<file path="src/hdl/bsl_consts.svh">
// Constants for the boot strap latch: sampling window and strap default levels.
// Assumes a 100 MHz clock; included by bare name.
// What this block does
// The block runs while chip_enable_n_reset is high and is held in reset while it is low; each release starts anew.
// On every startup and reset the block captures its configuration, boot mode included, from the strap pins.
// Exactly three pins are straps: strap_a_boot_select, strap_b_config and strap_c_boot_qualifier.
// Strap A high selects flash boot, A and C both low select download boot; absent drive A reads 1 and C reads 0.
// The board never presents strap A low with strap C high, as that combination is invalid.
// Straps are read during a window of at least 3 ms after chip enable rises, and the board holds them steady.
// Once the straps are taken the pins are released to their normal I/O function.
// Sampled straps and decoded mode are held so later pin changes do not alter them until the next reset.
`ifndef BSL_CONSTS_SVH
`define BSL_CONSTS_SVH
`define BSL_HOLD_MS 3
`define BSL_CLK_KHZ 100000
`define BSL_HOLD_CYCLES (`BSL_HOLD_MS * `BSL_CLK_KHZ)
`define BSL_STRAP_A_DEFAULT 1'b1
`define BSL_STRAP_B_DEFAULT 1'b0
`define BSL_STRAP_C_DEFAULT 1'b0
`endif

</file>
<file path="src/hdl/bsl_pkg.sv">
// Types shared by the boot strap latch files.
// Assumes bsl_consts.svh is on the include path.
package bsl_pkg;
	typedef enum logic [1:0] {
		BSL_MODE_NONE = 2'h0,
		BSL_MODE_FLASH = 2'h1,
		BSL_MODE_DOWNLOAD = 2'h2,
		BSL_MODE_INVALID = 2'h3
	} bsl_mode_e;
	typedef struct packed {
		logic a;
		logic b;
		logic c;
	} bsl_straps_s;
endpackage

</file>
<file path="src/hdl/bsl_decode.sv">
// Boot mode decoder: combinational map from strap levels to a mode.
// Assumes its result is only taken while the straps stand steady.
`timescale 1ns/1ns
module bsl_decode (
	input wire bsl_pkg::bsl_straps_s straps,
	output bsl_pkg::bsl_mode_e mode
);
	import bsl_pkg::*;
	wire sel_flash;
	wire sel_download;
	assign sel_flash = straps.a;
	assign sel_download = !straps.a && !straps.c;
	// Invalid pair still decoded so firmware can see it
	assign mode = sel_flash ? BSL_MODE_FLASH : (sel_download ? BSL_MODE_DOWNLOAD : BSL_MODE_INVALID);
endmodule // bsl_decode

</file>
<file path="src/hdl/bsl_latch.sv">
// Boot strap latch top: times the strap window after chip enable release,
// latches the three straps, decodes boot mode, then hands pins to normal I/O.
// Assumes straps and chip enable are synchronous to clk.
`timescale 1ns/1ns
`include "bsl_consts.svh"
module bsl_latch #(
	parameter int unsigned HOLD_CYCLES = `BSL_HOLD_CYCLES
) (
	input wire clk,
	input wire sys_rst,
	input wire chip_enable_n_reset,
	input wire bsl_pkg::bsl_straps_s strap_in,
	output bsl_pkg::bsl_straps_s straps_held,
	output bsl_pkg::bsl_mode_e boot_mode,
	output logic boot_mode_valid,
	output logic pins_released,
	output logic chip_running
);
	import bsl_pkg::*;

	typedef enum logic [2:0] {
		BSL_ST_RESET = 3'h1,
		BSL_ST_SAMPLE = 3'h2,
		BSL_ST_DONE = 3'h4
	} bsl_state_e;

	localparam int unsigned CW = $clog2(HOLD_CYCLES + 1);
	localparam logic [CW-1:0] CNT_LAST = CW'(HOLD_CYCLES - 1);

	bsl_state_e state_r, state_nxt;
	logic [CW-1:0] cnt_r, cnt_nxt;
	bsl_straps_s straps_r, straps_nxt;
	bsl_mode_e mode_r, mode_nxt;
	logic valid_r, released_r, running_r;
	bsl_mode_e mode_dec;
	wire in_reset;
	wire window_end;
	bsl_straps_s strap_defaults;

	assign strap_defaults = '{a: `BSL_STRAP_A_DEFAULT, b: `BSL_STRAP_B_DEFAULT, c: `BSL_STRAP_C_DEFAULT};
	assign in_reset = !chip_enable_n_reset;
	assign window_end = (state_r == BSL_ST_SAMPLE) && (cnt_r == CNT_LAST);

	bsl_decode u_decode (
		.straps(strap_in),
		.mode(mode_dec)
	);

	always_comb begin
		state_nxt = state_r;
		cnt_nxt = cnt_r;
		straps_nxt = straps_r;
		mode_nxt = mode_r;
		case (state_r)
			BSL_ST_RESET: begin
				cnt_nxt = '0;
				if (!in_reset) begin
					state_nxt = BSL_ST_SAMPLE;
				end
			end
			BSL_ST_SAMPLE: begin
				// Sample at window close so the board's hold time is honoured
				cnt_nxt = cnt_r + CW'(1);
				if (window_end) begin
					straps_nxt = strap_in; // see R2
					mode_nxt = mode_dec;
					state_nxt = BSL_ST_DONE;
				end
			end
			BSL_ST_DONE: begin
				state_nxt = BSL_ST_DONE; // Held until next reset
			end
			default: begin
				state_nxt = BSL_ST_RESET;
			end
		endcase
		if (in_reset) begin
			// Every reset drops the latch so straps are re-read, see R1
			state_nxt = BSL_ST_RESET;
			cnt_nxt = '0;
			straps_nxt = strap_defaults;
			mode_nxt = BSL_MODE_NONE;
		end
	end

	always_ff @(posedge clk) begin
		if (sys_rst) begin
			state_r <= BSL_ST_RESET;
			cnt_r <= '0;
			straps_r <= '{a: `BSL_STRAP_A_DEFAULT, b: `BSL_STRAP_B_DEFAULT, c: `BSL_STRAP_C_DEFAULT};
			mode_r <= BSL_MODE_NONE;
			valid_r <= 1'b0;
			released_r <= 1'b0;
			running_r <= 1'b0;
		end else begin
			state_r <= state_nxt;
			cnt_r <= cnt_nxt;
			straps_r <= straps_nxt;
			mode_r <= mode_nxt;
			valid_r <= (state_nxt == BSL_ST_DONE);
			released_r <= (state_nxt == BSL_ST_DONE);
			running_r <= !in_reset;
		end
	end

	assign straps_held = straps_r;
	assign boot_mode = mode_r;
	assign boot_mode_valid = valid_r;
	assign pins_released = released_r;
	assign chip_running = running_r;
endmodule // bsl_latch

</file>
<file path="config.mk">
export PLATFORM = sky130hd
export DESIGN_NAME = bsl_latch
export DESIGN_NICKNAME = d
export VERILOG_FILES = /design/src/hdl/bsl_pkg.sv /design/src/hdl/bsl_decode.sv /design/src/hdl/bsl_latch.sv
export VERILOG_INCLUDE_DIRS = /design/src /design/src/hdl
export SDC_FILE = /design/constraint.sdc
export NUM_CORES = 1
export LEC_CHECK = 0
export ABC_AREA = 1
export BUFFER_PORTS_ARGS = -buffer_cell sky130_fd_sc_hd__buf_2
export CAP_MARGIN = 10
export CORE_UTILIZATION = 58
export CTS_CLUSTER_DIAMETER = 40
export DETAILED_ROUTE_END_ITERATION = 8
export HOLD_SLACK_MARGIN = 0.05
export PLACE_DENSITY = 0.78
export SYNTH_ARGS = -nofsm -noshare
export SYNTH_HDL_FRONTEND = slang
export SYNTH_SLANG_ARGS = --single-unit
</file>
<file path="constraint.sdc">
create_clock -name clk -period 1.75 [get_ports clk]
set_input_delay 0.0875 -clock clk [delete_from_list [all_inputs] [get_ports clk]]
set_output_delay 0.0875 -clock clk [all_outputs]
set_load 0.01 [all_outputs]
</file>
# Word-level counts from Yosys, hierarchy flattened
# Cells that the tools add are included.
# word_totals
regBits,29
latch_bits,0
ram_bits,0
romBits,0
in_bits,6
out_inout_bits,8
word_cells,28
mem_count,0
# classes
addsub,1
n_mul,0
div,0
n_lt_le_gt_ge,0
eq_ne,5
shift,0
muxes,6
bitwise,1
n_reduce_logical,7
# ops
operator,count
19-bit case mux with 2 select lines,1
19-bit by 1-bit adder with 19-bit output (second input constant),1
19-bit == test (second input constant),1
3-bit case mux with 3 select lines,1
3-bit == test (second input constant),2
3-bit two-way mux,2
3-bit by 1-bit == test with 1-bit output (second input constant),1
3-bit by 2-bit == test with 1-bit output (second input constant),1
1-bit logical AND,2
1-bit logical NOT,2
2-bit two-way mux,1
2-bit AND reduction,1
2-bit nonzero test,1
2-bit OR reduction,1
1-bit two-way mux,1
1-bit NOT,1

# Depth between registers and ports, before layout
# Gate-level depths: netlist of run 1.
# logic_depth
depth_word,6
depth_mapped,9
mapped_depth_nobuf,9

# By module
# Synthesis of run 1 repeated with hierarchy kept, for this count alone.
# hier_totals
hier_cells,237
hier_area_um2,1570.3
# by_module_without_submodules
mod,instances,cells_each,area_per_inst_um2,seq_area_each_um2
bsl_latch,1,234,1556.5,580.6
bsl_decode,1,3,13.8,0.0

# Least setup slack after synthesis of run 1
# OpenSTA, ideal clock, no wires.
# synth_path
path_kind,register to register
start,reg cnt_r[0]
end,reg cnt_r[12]
setup_ns,0.117
arrival_time_ns,1.192
required_time_ns,1.633
path_slack_ns,0.441
stages_incl_launch_ff,9
n_path_buf,0
period_less_slack_ns,1.309
cell_sequence,dfxtp_1 > ha_1 > nand3_2 > nor2_4 > nand2_2 > nor2_4 > inv_2 > nor3_1 > nor2_1
# synth_between
elab_chain_cells,2
# synth_rtl
element,line,text
start: declaration,bsl_latch.sv:31,"logic [CW-1:0] cnt_r, cnt_nxt;"
start signal: assignment,bsl_latch.sv:97,cnt_r <= cnt_nxt;
19-bit by 1-bit adder with 19-bit output,bsl_latch.sv:63,cnt_nxt = cnt_r + CW'(1);
19-bit case mux with 2 select lines,bsl_latch.sv:54,case (state_r)
# Every way passes these cells.
# A chain may end at the register's enable or synchronous reset.

# Final worst setup path of run 1
# layout_path
start,reg cnt_r[0]
end,reg cnt_r[10]
# Same word-level chain as after synthesis.

==> results of run 1 <==
[worst max-delay path: cells and delay by family (launching register included)]
kind | cells | cell delay (ns)
AO/OA/AOI/OAI | 1 | 0.06
buffers and inverters | 1 | 0.06
AND/OR/NAND/NOR | 6 | 0.65
adder cells (fa/ha/maj) | 1 | 0.23
flip-flops | 1 | 0.38
[how the worst max path moves through the flow]
stage / endpoint / start / cells past startpoint / slack (ns)
2_1_floorplan: cnt_r[12]$_SDFFE_PP0P_ / cnt_r[0]$_SDFFE_PP0P_ / 8 / 0.44
3_3_place_gp: cnt_r[12]$_SDFFE_PP0P_ / cnt_r[0]$_SDFFE_PP0P_ / 8 / 0.36
3_5_place_dp: cnt_r[12]$_SDFFE_PP0P_ / cnt_r[0]$_SDFFE_PP0P_ / 8 / 0.34
4_1_cts: cnt_r[10]$_SDFFE_PP0P_ / cnt_r[0]$_SDFFE_PP0P_ / 9 / 0.33
5_1_grt: cnt_r[18]$_SDFFE_PP0P_ / cnt_r[0]$_SDFFE_PP0P_ / 8 / 0.14
6_report: cnt_r[10]$_SDFFE_PP0P_ / cnt_r[0]$_SDFFE_PP0P_ / 9 / 0.32
[cell type report]
class / count / area (um^2)
clock buffer: 7 / 55.1
fill: 230 / 766
inverter: 31 / 116
multi-input combinational: 175 / 850
sequential: 29 / 581
tap: 30 / 37.5
timing repair buffer: 19 / 118
[routing by layer]
metal | vias to the layer above | global-route usage, % | share of wire [%]
met5 | - | 0 | 0
met4 | 0 | 6.41 | 1.7
met3 | 8 | 8.61 | 5.8
met2 | 43 | 45.9 | 45
met1 | 681 | 35.6 | 47
li1 | 797 | - | -
[cells in the mapped netlist, drive strengths merged]
cell type and number:
nand2 74, nor2 43, inv 31, dfxtp 29, nand3 19, a21oi 13
o21ai 6, buf 5, nand4 5, a21boi 3, nor3 3, a211oi 2
o22ai 2, a31oi 1, and2 1, ha 1, nand3b 1, nor3b 1
[logic make-up after synthesis]
| group | Yosys count | synth area share (%) |
|---|---|---|
| AOI/OAI and AO/OA | 27 | 9.79 |
| adders and majority gates | 1 | 0.789 |
| buffers and inverters | 36 | 9.79 |
| DFF | 29 | 36.6 |
| and+or+nand+nor | 147 | 43.0 |
[flip-flops by register name, indices dropped and copies added (netlist names)]
| signal | cells |
|---|---|
| pins_released | 1 |
| chip_running | 1 |
| straps_held | 3 |
| boot_mode | 2 |
| state_r | 3 |
| cnt_r | 19 |
[repair_timing]
item,in CTS,in global routing
hold endpoints to repair,4,0
hold buffers,3,0
resized for setup,0,0
[power groups by stage]
stage	clock, uW	combinational [uW]	sequential, uW
finish	410	66.7	666
global route	437	74.5	666
CTS	417	66.0	666
detailed placement	0	61.1	681
global placement	0	60.3	681
floorplan	0	40.6	682
[stage by stage]
step                area, um^2  util [%]
floorplan                 1590         -
global placement          1670      66.3
detailed placement        1670      66.3
CTS                       1760      69.6
global route              1760      69.6
finish                    1760      69.6
==> metrics.md, run 1 <==
| Metric | Value |
|---|---|
| Outcome | `complete, no violations` |
| Slew @ Worst Pin | `~0.38 ns` |
| Fin Hold WS | `around 0.20 ns` |
| GP Congestion | `roughly 0.92` |
| Skew-Pair Late Insertion Delay | `about 0.33 ns` |
| CP dominant cell by count | `nor2_4` |
| Worst endpoint required time | `2.01 ns` |
| Bufs on Longest Clock Path | `2` |
| Total gr overflow | `0` |
| Yosys reg bits | `29` |
| WHS Endpoint | `cnt_r[11]$_SDFFE_PP0P_` |
| Commonest non-fill, non-tap cell in the layout | `nand2_1` |
| P&R area growth vs syn | `10.8%` |
| Syn Inst Count | `240` |
| ANT cells | `0` |
| Max-capacitance violation count | `0` |
| Total CTS buffers | `5` |
| Nets | `roughly 270` |
| Sw Share | `between 20% and 30%` |
| Worst r2r dst | `cnt_r[10]$_SDFFE_PP0P_` |
| R2R Path Start | `cnt_r[0]$_SDFFE_PP0P_` |
| Critical Path, Cell by Cell | `ha_1 > nand3_2 > nor2_4 > nand2_2 > nor2_4 > inv_2 > o21ai_2 > nand2_1 > nor2_1` |
| Cells on Worst Hold Path | `3` |
| Setup WS pre-CTS | `approximately 0.34 ns` |
| Psw | `about 270 uW` |
| CP arrival | `approximately 1.7 ns` |
| Worst vdd ir | `around 0.00061 V` |
| Startpoint types | `register` |
| Slew margin rel. | `roughly three quarters` |
| Area contributors post-synth | `dfxtp_1, nand2_1, nor2_1` |
| Max FO, Critical Path | `4` |
| DR iter-0 viols | `63` |
| Chip Height | `roughly 54 um` |
| Synth Net Count | `roughly 250` |
| Initial Utilization | `between 60 and 70%` |
| CTS tree | `yes` |
| Vias in the first global route | `approximately 1,300` |
| Critical path capture point type | `register` |
| Drt first pass iters | `4` |
| Worst-path clk slew | `0.10 ns` |
| Routed WL | `roughly 3400 um` |
| Crit path kind | `register to register` |
| Top cell type's share of synthesized area | `a little over a third` |
| Netlist cell types | `27` |
| Post-DRT Antenna Nets | `0` |
| Slew Viols, Final | `0` |
| Share of layout cells above drive strength 1 | `between 10% and 20%` |
| CP max stage delay | `approximately 0.38 ns` |
| Final setup margin | `approximately 0.32 ns` |
| FF-to-FF setup slack | `roughly 0.32 ns` |
| Cell area after synthesis | `about 1600 um^2` |
| Area leader, netlist | `dfxtp_1` |
| Clock Sinks | `29` |
| Hold Path Origin | `chip_enable_n_reset` |
| Power per cell area | `~650 nW/um^2` |
| Setup bufs post-CTS | `0` |
| Die area | `just under 3000 um^2` |
| Min Tclk post-route | `1.43 ns` |
| WL per Instance | `approximately 12 um` |
| Placed insts | `between 200 and 300` |
| DR vias/cell | `5.25` |
| GRT Total Usage | `approximately 28%` |
| DRC Markers | `0` |
| Post-Route Setup TNS | `0 ns` |
| Final cell count without fillers | `between 200 and 300` |
| Post-Syn Area per Cell | `between 6 and 7 um^2` |
| Sequential share of power | `between 50% and 60%` |
| P_int | `874 uW` |
| Ports | `14` |
| Via count | `approximately 1,500` |
| Comb pwr share | `under 10%` |
| Largest net degree at the start of global routing | `13` |
| First-pass GRT wire length | `roughly 5700 um` |
| H-tree lvl count | `2` |
| Count of input and output buffers | `13` |
| Power Total | `roughly 1100 uW` |
| Max Fclk | `between 600 and 700 MHz` |
| Final setup vio count | `0` |
| Commonest non-fill, non-tap cells in the layout | `nand2_1, nor2_1, dfxtp_1, inv_1, nand3_1` |
| Die X-Extent | `roughly 54 um` |
| RSZ-0062 raised after global routing | `no` |
| Lkg Pwr | `0.000704 uW` |
| Critical Path Slowest Stage Cell | `dfxtp_1` |
| DPL Wire Length | `2560 um` |
| Final Hold Viols | `0` |
| Initial antenna violation count | `0` |
| Clock root buffer | `clkbuf_4` |
| Skew final | `around 0.017 ns` |
| Row count | `18` |
| Clock power share | `between 30% and 40%` |
| Hold Path Class | `input pin to register` |
| Core area | `2520 um^2` |
| Reg2reg path depth | `9` |
| Yosys warns | `0` |
| Seq/Total Area, Yosys | `between 30% and 40%` |
| Final period util | `between 80% and 90%` |
No activity file was read; power rests on OpenSTA's default activity.
==> run 2, diff against run 1 <==
clock period = 1.46 ns   (was 1.75 ns; I/O delays follow)
==> run 2 against run 1 <==
Against the previous run: worst hold slack lost 0.026 ns; critical path depth decreased by 1; largest cell class unchanged; critical path type unchanged; highest routed layer unchanged; critical endpoint is now cnt_r[12]$_SDFFE_PP0P_; die area stayed put; core utilization rose by 1.5 points; sequential share of layout area shrank 0.48 points; non-clock buffer count increased by 4; via count up 0.13%; cell area increased by 2.1%; register-to-register slack lost 0.25 ns; final cell count increased by 1.7%.
==> metrics.md, run 2 (same netlist as run 1, synthesis figures left out) <==
| Metric | Value |
|---|---|
| Die X-Extent | `about 54 um` |
| Commonest non-fill, non-tap cell in the layout | `nand2_1` |
| Startpoint types | `register` |
| DPL Wire Length | `2490 um` |
| Slew @ Worst Pin | `between 0.3 and 0.4 ns` |
| Final Hold Viols | `0` |
| Worst-path clk slew | `approximately 0.09 ns` |
| Power per cell area | `749 nW/um^2` |
| Final setup margin | `between 0.07 and 0.08 ns` |
| Nets | `~270` |
| Fill cells | `approximately 230` |
| Largest reg by FF count | `cnt_r` |
| Crit path kind | `register to register` |
| Worst r2r dst | `cnt_r[12]$_SDFFE_PP0P_` |
| Count of input and output buffers | `13` |
| Max Fclk | `roughly 700 MHz` |
| DR vias/cell | `slightly above 5` |
| RSZ-0062 raised after global routing | `yes` |
| Min Tclk post-route | `approximately 1.4 ns` |
| Post-DRT Antenna Nets | `0` |
| Critical Path Slowest Stage Cell | `dfxtp_2` |
| R2R Path Start | `cnt_r[1]$_SDFFE_PP0P_` |
| CP dominant cell by count | `nor2_4` |
| Max FO, Critical Path | `4` |
| Worst endpoint required time | `about 1.7 ns` |
| Largest net degree at the start of global routing | `21` |
| Max-capacitance violation count | `0` |
| CP max stage delay | `between 0.3 and 0.4 ns` |
| Ports | `14` |
| WHS Endpoint | `cnt_r[1]$_SDFFE_PP0P_` |
| Bufs on Longest Clock Path | `2` |
| Max reg flops | `19` |
| Initial antenna violation count | `0` |
| Critical Path, Cell by Cell | `ha_2 > nand3_2 > nor2_4 > nand2_2 > nor2_4 > inv_2 > nor3_1 > nor2_1` |
| Slew margin rel. | `79.8%` |
| H-tree lvl count | `2` |
| Setup bufs post-CTS | `0` |
| Lkg Pwr | `0.000719 uW` |
| Hold Path Origin | `chip_enable_n_reset` |
| Post-Route Setup TNS | `0 ns` |
| Via count | `1,531` |
| GRT Total Usage | `between 20 and 30%` |
| CP arrival | `1.62 ns` |
| Total CTS buffers | `5` |
| Final setup vio count | `0` |
| Slew Viols, Final | `0` |
| GP Congestion | `about 0.91` |
| Vias in the first global route | `about 1,400` |
| Cells on Worst Hold Path | `3` |
| ANT cells | `0` |
| Initial Utilization | `between 60% and 70%` |
| Clock Sinks | `29` |
| Routed WL | `3610 um` |
| First-pass GRT wire length | `around 6000 um` |
| Worst vdd ir | `between 0.0007 and 0.0008 V` |
| Final period util | `between 90% and 100%` |
| Final Core Density | `around 71%` |
| Die area | `just under 3000 um^2` |
| Placed insts | `roughly 290` |
| Clock root buffer | `clkbuf_4` |
| Total gr overflow | `0` |
| Outcome | `complete, no violations` |
| Core area | `around 2500 um^2` |
| P&R area growth vs syn | `13.2%` |
| WL per Instance | `between 10 and 15 um` |
| DR iter-0 viols | `a little under 50` |
| DRC Markers | `0` |
| Skew-Pair Late Insertion Delay | `0.33 ns` |
| Drt first pass iters | `4` |
| Chip Height | `between 50 and 60 um` |
| FF-to-FF setup slack | `roughly 0.074 ns` |
| Commonest non-fill, non-tap cells in the layout | `nand2_1, nor2_1, inv_1, dfxtp_1, nand3_1` |
| Reg2reg path depth | `8` |
| Share of layout cells above drive strength 1 | `between 15 and 20%` |
| CTS tree | `yes` |
| Row count | `18` |
| Hold Path Class | `input pin to register` |
| Final cell count without fillers | `about 300` |
| Critical path capture point type | `register` |
| Setup WS pre-CTS | `about 0.038 ns` |
| Skew final | `roughly 0.004 ns` |
run 2: changes by cell type in the layout (fill, tap and decap cells not counted):
cell | previous run | this run
nor2_2 | 2 | 5
buf_4 | 3 | 7
dfxtp_2 | 0 | 3
nor2_1 | 36 | 33
clkbuf_8 | 1 | 0
ha_2 | 0 | 1
clkbuf_1 | 1 | 3
ha_1 | 1 | 0
dfxtp_1 | 29 | 26
run 2: metal layers:
| layer | GRT usage, % | up-vias | part of all wire [%] |
|---|---|---|---|
| li1 | - | 810 | - |
| met1 | 36.0 | 670 | 45 |
| met2 | 46.5 | 43 | 46 |
| met3 | 7.78 | 8 | 7.3 |
| met4 | 10.7 | 0 | 1.5 |
| met5 | 0 | - | 0 |
run 2: worst max-delay path by stage:
stage | from | endpoint | slack [ns] | cells past startpoint
3_3_place_gp | cnt_r[1]$_SDFFE_PP0P_ | cnt_r[12]$_SDFFE_PP0P_ | 0.1 | 8
2_1_floorplan | cnt_r[0]$_SDFFE_PP0P_ | cnt_r[12]$_SDFFE_PP0P_ | 0.15 | 8
4_1_cts | cnt_r[1]$_SDFFE_PP0P_ | cnt_r[12]$_SDFFE_PP0P_ | 0.02 | 8
5_1_grt | cnt_r[1]$_SDFFE_PP0P_ | cnt_r[18]$_SDFFE_PP0P_ | -0.03 | 8
3_5_place_dp | cnt_r[1]$_SDFFE_PP0P_ | cnt_r[12]$_SDFFE_PP0P_ | 0.04 | 8
6_report | cnt_r[1]$_SDFFE_PP0P_ | cnt_r[12]$_SDFFE_PP0P_ | 0.07 | 8
run 2: where the power goes:
part | switching [uW] | total (uW) | internal [uW]
clock | 268 | 460 | 191
combinational | 56.1 | 86.3 | 30.2
sequential | 2.75 | 798 | 795
total | 327 | 1340 | 1020
run 2: worst max-delay path: cells and delay by family (launching register included):
family | cells | cell delay, ns
fa+ha+maj | 1 | 0.21
buf+inv | 1 | 0.06
simple gates | 6 | 0.66
flops | 1 | 0.36
run 2: final cells by class:
type	count	area, um^2	area share, %
Inverter	31	116	6.49
Multi-Input combinational cell	175	860	47.9
Sequential cell	29	584	32.6
Tap cell	30	37.5	2.09
Clock buffer	8	48.8	2.72
Timing Repair Buffer	23	148	8.23
run 2: timing repair:
action | 4_1_cts | 5_1_grt
endpoints found under the hold margin | 4 | 0
resized for setup | 0 | 7
setup endpoints to repair | 0 | 13
hold buffers | 3 | 0
run 2: metrics by stage:
| step | hold WS, ns | instance area [um^2] | power, uW |
|---|---|---|---|
| global route | 0.206 | 1790 | 1380 |
| detailed placement | 0.310 | 1700 | 894 |
| global placement | 0.304 | 1700 | 894 |
| finish | 0.174 | 1790 | 1340 |
| CTS | 0.180 | 1780 | 1360 |
| floorplan | 0.208 | 1590 | 866 |
==> run 3, diff against run 2 <==
CORE_UTILIZATION = 62   (was 58)
HOLD_SLACK_MARGIN = 0.03   (was 0.05)
PLACE_DENSITY = 0.83   (was 0.78)
clock period = 1.71 ns   (was 1.46 ns; I/O delays follow)
==> run 3 against run 2 <==
Against the previous run: register-to-register slack improved by 0.18 ns; final cell count decreased by 2.7%; sequential share of layout area rose by 0.72 points; cell area fell by 2.8%; largest power group unchanged; highest routed layer unchanged.
==> metrics.md, run 3 (same netlist as run 1, synthesis figures left out) <==
| Metric | Value |
|---|---|
| Max FO, Critical Path | `4` |
| Drt first pass iters | `4` |
| Critical Path Slowest Stage Cell | `dfxtp_1` |
| Skew final | `between 0.01 and 0.015 ns` |
| Critical path capture point type | `register` |
| Initial antenna violation count | `0` |
| Via count | `between 1,500 and 2,000` |
| GRT Total Usage | `between 20% and 30%` |
| H-tree lvl count | `2` |
| Slew Viols, Final | `0` |
| CP arrival | `about 1.7 ns` |
| Bufs on Longest Clock Path | `2` |
| Nets | `roughly 270` |
| WHS Endpoint | `straps_held[2]$_SDFFE_PP1P_` |
| Skew-Pair Late Insertion Delay | `0.33 ns` |
| Row count | `17` |
| Vias in the first global route | `between 1,000 and 1,500` |
| Post-Route Setup TNS | `0 ns` |
| Hold Path Origin | `strap_in[2]` |
| Final setup vio count | `0` |
| Critical Path, Cell by Cell | `ha_1 > nand3_2 > nor2_4 > nand2_2 > nor2_4 > inv_2 > nor3_1 > nor2_1` |
| Post-DRT Antenna Nets | `0` |
| CTS tree | `yes` |
| Largest net degree at the start of global routing | `21` |
| Core area | `2320 um^2` |
| Commonest non-fill, non-tap cell in the layout | `nand2_1` |
| Final Hold Viols | `0` |
| Worst-path clk slew | `around 0.09 ns` |
| FF-to-FF setup slack | `~0.26 ns` |
| DPL Wire Length | `~2400 um` |
| Hold Path Class | `input pin to register` |
| Outcome | `complete, no violations` |
| Startpoint types | `register` |
| Crit path kind | `register to register` |
| DR iter-0 viols | `a little under 60` |
| Total gr overflow | `0` |
| Ports | `14` |
| Slew margin rel. | `between 70% and 80%` |
| RSZ-0062 raised after global routing | `no` |
| Die area | `2760 um^2` |
| Share of layout cells above drive strength 1 | `16.2%` |
| Worst vdd ir | `roughly 0.00063 V` |
| Total CTS buffers | `5` |
| Routed WL | `approximately 3400 um` |
| First-pass GRT wire length | `5700 um` |
| Resize count post-CTS | `0` |
| Chip Height | `52.6 um` |
| CP dominant cell by count | `nor2_4` |
| ANT cells | `0` |
| Fill cells | `186` |
| Final Core Density | `75.2%` |
| Lkg Pwr | `0.000700 uW` |
| Worst r2r dst | `cnt_r[12]$_SDFFE_PP0P_` |
| Max reg flops | `19` |
| Max-capacitance violation count | `0` |
| Count of input and output buffers | `13` |
| Commonest non-fill, non-tap cells in the layout | `nand2_1, nor2_1, dfxtp_1, inv_1, nand3_1` |
| CP startpoint | `cnt_r[0]$_SDFFE_PP0P_` |
| Max Fclk | `a little under 700 MHz` |
| DR vias/cell | `~5.3` |
| Die X-Extent | `between 50 and 60 um` |
| Setup WS pre-CTS | `0.275 ns` |
| P&R area growth vs syn | `10.0%` |
| Min Tclk post-route | `around 1.5 ns` |
| DRC Markers | `0` |
| Final setup margin | `between 0.2 and 0.3 ns` |
| Power Total | `approximately 1200 uW` |
| Power per cell area | `approximately 670 nW/um^2` |
| Initial Utilization | `68.4%` |
| GP Congestion | `0.906` |
| Slew @ Worst Pin | `0.319 ns` |
| CP max stage delay | `about 0.38 ns` |
| Reg2reg path depth | `8` |
| Cells on Worst Hold Path | `3` |
| WL per Instance | `11.8 um` |
| Largest reg by FF count | `cnt_r` |
| Clock Sinks | `29` |
| Final period util | `84.9%` |
| R2R Path Start | `cnt_r[0]$_SDFFE_PP0P_` |
| Clock root buffer | `clkbuf_4` |
| Worst endpoint required time | `~1.9 ns` |
[run 3: timing repair]
| action | in CTS | in global routing |
|---|---|---|
| setup buffers | 0 | 0 |
| setup endpoints to repair | 0 | 0 |
| hold endpoints to repair | 3 | 0 |
| hold buffers | 2 | 0 |
[run 3: worst max path at each step]
stage / to / slack [ns]
final: cnt_r[12]$_SDFFE_PP0P_ / 0.26
after global routing: boot_mode[0]$_SDFFE_PP0P_ / 0.13
after CTS: cnt_r[12]$_SDFFE_PP0P_ / 0.26
after detailed placement: cnt_r[12]$_SDFFE_PP0P_ / 0.27
after global placement: boot_mode[0]$_SDFFE_PP0P_ / 0.33
after floorplan: cnt_r[12]$_SDFFE_PP0P_ / 0.40
[run 3: metal layers]
metal  vias to the layer above  global-route usage (%)  part of all wire, %
li1                        795                       -                    -
met1                       679                    36.9                   48
met2                        49                    46.4                   46
met3                         3                    6.09                  5.6
met4                         0                    11.8                 0.80
met5                         -                       0                    0
[run 3: layout make-up]
class	count	area, um^2	area share, %
Clock buffer	7	55.1	3.16
Inverter	31	116	6.67
Multi-Input combinational cell	175	850	48.7
Sequential cell	29	581	33.3
Tap cell	28	35.0	2.01
Timing Repair Buffer	18	108	6.17
[run 3: worst max-delay path, delay by kind of cell, from the launching register on]
kind / cells / cell delay, ns
adders and majority gates: 1 / 0.23
buffers and inverters: 1 / 0.06
DFF: 1 / 0.38
and+or+nand+nor: 6 / 0.69
[run 3: through the flow]
stage | hold WS (ns) | instance area, um^2 | std cells
5_1_grt | 0.0693 | 1740 | 288
2_1_floorplan | 0.220 | 1590 | 240
6_report | 0.0445 | 1740 | 288
3_5_place_dp | 0.317 | 1670 | 279
3_3_place_gp | 0.314 | 1670 | 279
4_1_cts | 0.0338 | 1740 | 288
[run 3: report_power, final]
part	internal, uW	total (uW)	switching (uW)	leakage, uW
sequential	679	681	2.14	0.000234
combinational	20.6	65.9	45.3	0.000434
clock	194	423	229	0.0000314
